<file path="config.mk">
export PLATFORM = sky130hd
export DESIGN_NAME = lcs_clock_standby_control
export DESIGN_NICKNAME = d
export VERILOG_FILES = /design/src/core/lcs_clock_divider.v /design/src/core/lcs_clock_standby_control.v
export VERILOG_INCLUDE_DIRS = /design/src /design/src/pkg
export SDC_FILE = /design/constraint.sdc
export NUM_CORES = 1
export LEC_CHECK = 0
export ABC_AREA = 1
export BUFFER_PORTS_ARGS = -buffer_cell sky130_fd_sc_hd__buf_2
export CAP_MARGIN = 10
export CORE_MARGIN = 4
export CORE_UTILIZATION = 53
export CTS_CLUSTER_SIZE = 8
export DETAILED_ROUTE_END_ITERATION = 12
export GPL_TIMING_DRIVEN = 0
export PLACE_DENSITY = 0.78
export SLEW_MARGIN = 25
export SYNTH_ARGS = -nofsm -noshare
export SYNTH_HDL_FRONTEND = slang
export SYNTH_SLANG_ARGS = --single-unit
export TNS_END_PERCENT = 1
</file>
<file path="constraint.sdc">
create_clock -name clk -period 1.6 [get_ports clk]
set_input_delay 0.08 -clock clk [delete_from_list [all_inputs] [get_ports clk]]
set_output_delay 0.08 -clock clk [all_outputs]
set_load 0.05 [all_outputs]
</file>
<file path="src/pkg/lcs_defs.vh">
// Purpose: constants for the display clock and standby control block
// Assumes: 40 MHz system clock, oscillator input sampled as a level
// Notes:   all widths fixed
`ifndef LCS_DEFS_VH
`define LCS_DEFS_VH
`define LCS_DIV_BY2          2'h0
`define LCS_DIV_BY4          2'h1
`define LCS_DIV_BY8          2'h2
`define LCS_DIV_BY16         2'h3
`define LCS_DIV_RESET        2'h3
`define LCS_TERM_BY2         4'h1
`define LCS_TERM_BY4         4'h3
`define LCS_TERM_BY8         4'h7
`define LCS_TERM_BY16        4'hf
`define LCS_CMD_SETDIV_MASK  8'hf0
`define LCS_CMD_SETDIV_CODE  8'ha0
`define LCS_CMD_STOP         8'h84
`define LCS_CMD_STOP_MASK    8'hef
`define LCS_CONTRAST_MASK    8'hee
`define LCS_CMD_CONTRAST     8'h82
`define LCS_ICON_MASK        5'h1f
`define LCS_LINE_TICKS       4'h4
`define LCS_BUSY_LINES       2'h2
`define LCS_CNT_ZERO         3'h0
`define LCS_CNT_ONE          3'h1
`define LCS_OFFSET_ZERO      4'h0
`endif

</file>
<file path="src/core/lcs_clock_divider.v">
// Purpose: divide the oscillator input by 2, 4, 8 or 16
// Assumes: oscillator level already synchronised to clk
// Notes:   emits a one-cycle tick per divided internal clock period
`timescale 1ns/100ps
`include "lcs_defs.vh"
module lcs_clock_divider (
    input  wire       clk,
    input  wire       reset,
    input  wire       oscLevel,
    input  wire       run,
    input  wire [1:0] divSel,
    output reg        internalTick
);
    reg       oscPrev;
    reg [3:0] edgeCount;
    reg [3:0] limit;
    // terminal count for the selected ratio (edges of the input)
    always @* begin
        case (divSel)
            `LCS_DIV_BY2:  limit = `LCS_TERM_BY2;
            `LCS_DIV_BY4:  limit = `LCS_TERM_BY4;
            `LCS_DIV_BY8:  limit = `LCS_TERM_BY8;
            default:       limit = `LCS_TERM_BY16;
        endcase
    end
    // count rising input edges; halted in standby
    always @(posedge clk) begin
        if (reset) begin
            oscPrev      <= 1'b0;
            edgeCount    <= 4'h0;
            internalTick <= 1'b0;
        end else begin
            oscPrev      <= oscLevel;
            internalTick <= 1'b0;
            if (run && oscLevel && !oscPrev) begin
                if (edgeCount >= limit) begin
                    edgeCount    <= 4'h0;
                    internalTick <= 1'b1;
                end else begin
                    edgeCount <= edgeCount + 4'h1;
                end
            end
        end
    end
endmodule

</file>
<file path="src/core/lcs_clock_standby_control.v">
// Purpose: internal clock division, frame pacing, busy timing, standby
// Assumes: received bytes arrive as one-cycle strobes on clk
// Notes:   oscillator and straps come from pins and are synchronised
// Behaviour
// - with source select low, divide oscillator input by field ratio
// - divider field unknown until programmed; any ratio 1/2..1/16 allowed
// - frame rate follows internal clock, 32.768 kHz as reference
// - each command completes within two common-line periods
// - standby entered by reset pin or stop command
// - reset pin sets contrast to strap minimum; stop keeps contrast
// - other settings kept through standby
// - byte with bit zero set wakes device and is processed
// - icon data top three bits ignored
// - codes 00..11 select divide by 2, 4, 8, 16
// - stop halts oscillator stage and drives outputs to supply

`timescale 1ns/100ps
`include "lcs_defs.vh"
module lcs_clock_standby_control (
    input  wire       clk,
    input  wire       reset,
    input  wire       oscillatorInput,
    input  wire       clockSourceSelectPin,
    input  wire       contrastOffsetStrapLow,
    input  wire       contrastOffsetStrapHigh,
    input  wire       byteValid,
    input  wire [7:0] byteData,
    input  wire       byteIsCommand,
    input  wire       byteIsIcon,
    output reg        standby,
    output reg        busy,
    output reg        frameTick,
    output reg        internalClockTick,
    output reg  [1:0] dividerSelect,
    output reg  [2:0] contrastCount,
    output reg  [3:0] contrastLevel,
    output reg        outputsAtSupply,
    output reg        iconValid,
    output reg  [4:0] iconData
);

    reg        oscMeta;
    reg        oscSync;
    reg        srcMeta;
    reg        srcSync;
    reg  [1:0] strapMeta;
    reg  [1:0] strapSync;
    reg  [3:0] lineCount;
    reg  [1:0] busyLines;

    wire       divTick;
    wire       extTick;
    wire       tick;
    wire       isSetDiv;
    wire       isStop;
    wire       isContrast;
    wire       wake;
    wire       accept;
    wire       dividerRun;
    wire       lineLast;

    // two-stage synchronisers for pin inputs
    always @(posedge clk) begin
        if (reset) begin
            oscMeta   <= 1'b0;
            oscSync   <= 1'b0;
            srcMeta   <= 1'b0;
            srcSync   <= 1'b0;
            strapMeta <= 2'h0;
            strapSync <= 2'h0;
        end else begin
            oscMeta   <= oscillatorInput;
            oscSync   <= oscMeta;
            srcMeta   <= clockSourceSelectPin;
            srcSync   <= srcMeta;
            strapMeta <= {contrastOffsetStrapHigh, contrastOffsetStrapLow};
            strapSync <= strapMeta;
        end
    end

    assign dividerRun = !standby;

    lcs_clock_divider divider (
        .clk          (clk),
        .reset        (reset),
        .oscLevel     (oscSync),
        .run          (dividerRun),
        .divSel       (dividerSelect),
        .internalTick (divTick)
    );

    // direct source edge when select high
    reg oscPrevDirect;
    always @(posedge clk) begin
        if (reset)
            oscPrevDirect <= 1'b0;
        else
            oscPrevDirect <= oscSync;
    end
    assign extTick = oscSync && !oscPrevDirect && dividerRun;

    assign tick = srcSync ? extTick : divTick;

    // command decode
    assign isSetDiv   = byteIsCommand &&
        ((byteData & `LCS_CMD_SETDIV_MASK) == `LCS_CMD_SETDIV_CODE);
    assign isStop     = byteIsCommand &&
        ((byteData & `LCS_CMD_STOP_MASK) == `LCS_CMD_STOP);
    assign isContrast = byteIsCommand &&
        ((byteData & `LCS_CONTRAST_MASK) == `LCS_CMD_CONTRAST);

    // wake on bit zero regardless of command/data
    assign wake = byteValid && byteData[0];

    // byte taken when awake, or when it is the waking byte
    assign accept = byteValid && (!standby || wake);

    // divider field and standby state
    always @(posedge clk) begin
        if (reset) begin
            // power-on ratio is an arbitrary legal value
            dividerSelect <= `LCS_DIV_RESET;
            standby       <= 1'b1;
        end else begin
            if (accept && isSetDiv)
                dividerSelect <= byteData[1:0];
            // stop enters standby, wake leaves it
            if (accept && isStop)
                standby <= 1'b1;
            else if (wake)
                standby <= 1'b0;
        end
    end

    // contrast: strap minimum on reset, kept across stop
    always @(posedge clk) begin
        if (reset) begin
            contrastCount <= `LCS_CNT_ZERO;
        end else if (accept && isContrast) begin
            if (byteData[0])
                contrastCount <= contrastCount + `LCS_CNT_ONE;
            else
                contrastCount <= contrastCount - `LCS_CNT_ONE;
        end
    end

    always @(posedge clk) begin
        if (reset)
            contrastLevel <= `LCS_OFFSET_ZERO;
        else
            contrastLevel <= {1'b0, contrastCount} + {2'h0, strapSync};
    end

    // last internal tick of a common-line period
    assign lineLast = (lineCount == `LCS_LINE_TICKS - 4'h1);

    // frame pacing from internal clock ticks
    always @(posedge clk) begin
        if (reset) begin
            lineCount <= 4'h0;
            frameTick <= 1'b0;
        end else begin
            frameTick <= 1'b0;
            if (tick) begin
                if (lineLast) begin
                    lineCount <= 4'h0;
                    frameTick <= 1'b1;
                end else begin
                    lineCount <= lineCount + 4'h1;
                end
            end
        end
    end

    // busy up to two common-line periods after each accepted byte; standby clears it
    always @(posedge clk) begin
        if (reset) begin
            busy      <= 1'b0;
            busyLines <= 2'h0;
        end else if (accept) begin
            busy      <= 1'b1;
            busyLines <= `LCS_BUSY_LINES;
        end else if (standby) begin // stop ends at once, no ticks
            busy      <= 1'b0;
            busyLines <= 2'h0;
        end else if (busy && frameTick) begin
            if (busyLines == 2'h1)
                busy <= 1'b0;
            busyLines <= busyLines - 2'h1;
        end
    end

    // outputs held at supply and tick exported
    always @(posedge clk) begin
        if (reset) begin
            outputsAtSupply   <= 1'b1;
            internalClockTick <= 1'b0;
        end else begin
            outputsAtSupply   <= standby && !wake;
            internalClockTick <= tick;
        end
    end

    // icon row data, only for bytes that are taken
    always @(posedge clk) begin
        if (reset) begin
            iconValid <= 1'b0;
            iconData  <= 5'h00;
        end else begin
            iconValid <= accept && byteIsIcon && !byteIsCommand;
            if (accept && byteIsIcon && !byteIsCommand)
                iconData <= byteData[4:0] & `LCS_ICON_MASK;
        end
    end

endmodule

</file>
==> flow_summary.json <==
{
  "syn2layout_area_growth_pct": 19.20,
  "tightestPinTransition_ns": 0.5101,
  "synth.net_count": 245,
  "hold_violations": 0,
  "crit_type": "reg2reg",
  "dp_hpwl_microns": 2453,
  "crit_path_start": "dividerSelect[0]",
  "total_power_mw": 1.727,
  "coreArea_sq_um": 3128,
  "reg2reg_depth": 8,
  "syn-cell-area_sq_um": 1785,
  "required_ns": 1.85,
  "maxCapViolCount": 0,
  "fin_crit_ns": 1.370,
  "synth_top_area_share_pct": 44.85,
  "cts.sinks": 40,
  "dp.cells": 297,
  "synthTopCellsByArea": "dfxtp_1, nand2_1, nor2_1, inv_1, ha_1",
  "grt_setup_unrepaired": "no",
  "tns_ns": 0,
  "timing.final.crit_share_pct": 85.65,
  "dieHeight_microns": 66.04,
  "vias": 1471,
  "grt_pass1_vias": 1374,
  "antenna_found_initial": 0,
  "grt_max_degree": 13,
  "clk_pin_slew_ns": 0.11,
  "yosys_register_bits": 40,
  "vias_per_cell": 4.745,
  "io_pins": 37,
  "yosysTopAreaCell": "dfxtp_1",
  "post_cts_resized": 0,
  "maxSlewHeadroom_pct": 66.00,
  "design_area_sq_um": 2128,
  "yosysWarnings": 0,
  "wl_per_cell_microns": 10.65,
  "place.gp.congestion": 0.7395,
  "r2r_setup_slack_ns": 0.23,
  "grt-ovfl-total": 0,
  "drive_above_1_share_pct": 25.19,
  "dr.pass1.iters": 4,
  "regArea_sq_um": 802.0,
  "clk_path_buf_depth": 2,
  "whs_ns": 0.01527,
  "synth_cell_type_count": 29,
  "hp-class": "in2reg",
  "critPathCaptureType": "flop",
  "setup_viol": 0,
  "worst_clock_skew_ns": 0.001649,
  "grt_first_pass_wirelength_microns": 5816,
  "r2r_end": "divider.edgeCount[2]",
  "cp-endpoint": "divider.edgeCount[2]",
  "slowest_stage": "dfxtp_1",
  "cp.arrival_ns": 1.62,
  "die_w_microns": 66.04,
  "syn_inst": 218,
  "instances_no_fill": 310,
  "drc": 0,
  "routed_wl_microns": 3301,
  "ant_nets": 0,
  "track_usage_pct": 17.57,
  "cp-start-kind": "flop",
  "ir_drop_uv": 592.0,
  "initial_utilization_pct": 57.08,
  "drt_first_iter_violations": 82,
  "port-buffer-count": 35,
  "root_buffer": "clkbuf_4",
  "multiInputGateArea_sq_um": 832.0,
  "ys_seq_area_share_pct": 44.85,
  "rows": 20,
  "die_area_sq_um": 4361,
  "fin_nets": 292,
  "clk_latency_ns": 0.34,
  "dpl-instance-area_sq_um": 2017,
  "reg2reg_from": "dividerSelect[0]",
  "cts_made_buffers": 5,
  "leakagePower_nw": 1.031,
  "critPathMostFrequentCell": "nand2_1",
  "diodes": 0,
  "power.density_nw_per_um2": 811.3,
  "fillCellCount": 294,
  "syn_avg_cell_area_sq_um": 8.190,
  "finalMaxSlewViolations": 0,
  "cts_tree": "done",
  "cp_max_fo": 4,
  "crit_chain": "nand2_1 > ha_1 > nand2_1 > o21bai_1 > nand2_1 > nand2_1 > nand2_1 > nor2_1",
  "htreeDepth": 2,
  "max_clock_freq_mhz": 729.7,
  "slowest_delay_ns": 0.39,
  "status": "finished, final reports clean"
}
-- timing repair --
action	CTS	global route
hold buffers	5	0
setup buffers	0	0
hold endpoints to repair	5	0
-- placed cells by master (no fill, tap or decap), types with 2 or more instances in the layout --
cell type / instances
dlygate4sd3_1: 5
dfxtp_1: 39
clkbuf_4: 5
o21ai_0: 2
a21oi_1: 15
a21oi_2: 4
ha_1: 8
xnor2_1: 2
clkinv_2: 2
nand2_8: 2
nor2_1: 33
nand2_1: 34
fa_1: 2
clkbuf_1: 4
buf_2: 35
xor2_1: 4
nor2_2: 2
nand2_2: 6
nand3_1: 16
inv_2: 2
inv_1: 30
-- cells in the mapped netlist (all sizes together) --
master	instances
dfxtp	40
o211ai	1
ha	8
or2	1
xor2	4
nand3b	1
nor4	2
fa	2
clkbuf	4
xnor2	2
inv	33
buf	1
o21bai	1
nor2	35
nor3	1
a21oi	19
nand3	17
o21ai	2
a21boi	1
nand2	43
-- worst min path at each step --
stage / from / to / slack, ns / cells past startpoint
floorplan: oscillatorInput / oscMeta / 0.19 / 2
finish: byteData[3] / standby / 0.02 / 4
global route: byteData[3] / standby / 0.02 / 4
detailed placement: contrastOffsetStrapHigh / strapMeta[1] / 0.29 / 3
CTS: byteData[3] / standby / 0.004 / 4
global placement: clockSourceSelectPin / srcMeta / 0.28 / 3
-- routing by layer --
layer	vias to the layer above	share of wire [%]	global-route usage, %
met1	647	46	21.23
met4	0	2.1	9.898
met5	-	0	0
met2	41	44	28.66
li1	776	-	-
met3	7	7.0	3.912
-- critical path: cells and delay by family, from the launching register on --
| kind | cells | cell delay, ns |
|---|---|---|
| simple gates | 6 | 0.46 |
| flops | 1 | 0.39 |
| fa+ha+maj | 1 | 0.28 |
| compound gates | 1 | 0.14 |
-- area by class of cell --
cell class / instances / area share (%)
buffer: 5 / 1.235
clock buffer: 6 / 2.410
clock inverter: 2 / 0.4703
inverter: 33 / 5.938
multi-input combinational: 140 / 39.09
sequential: 40 / 37.68
tap: 44 / 2.587
timing repair buffer: 40 / 10.58
-- cells by family after synthesis --
kind of cell / after synthesis / share of synthesized area [%]
AOI/OAI and AO/OA: 24 / 8.900
adders and majority gates: 10 / 7.849
xor gates and xnor gates: 6 / 2.943
DFF: 40 / 44.85
and+or+nand+nor: 100 / 26.91
buffers and inverters: 38 / 8.550
-- flip-flops by register name, indices dropped and copies added (netlist names) --
register	flops
divider.oscPrev	1
contrastLevel	4
dividerSelect	2
oscMeta	1
busyLines	2
strapMeta	2
busy	1
iconValid	1
srcSync	1
internalClockTick	1
strapSync	2
iconData	5
divider.edgeCount	4
oscSync	1
divider.internalTick	1
srcMeta	1
frameTick	1
contrastCount	3
outputsAtSupply	1
lineCount	4
standby	1
-- metrics by stage --
step           setup WS [ns]  util (%)
2_1_floorplan        0.01331         -
3_3_place_gp          0.2428     64.48
3_5_place_dp          0.2468     64.48
4_1_cts               0.2216     68.04
5_1_grt              0.05402     68.04
6_report              0.2295     68.04
-- report_power, final --
group,total (mW),internal [mW],switching (mW)
sequential,1.03,1.02,0.0158
combinational,0.170,0.0585,0.111
clock,0.522,0.209,0.313
Note: power is estimated with default switching activity, not from simulation.
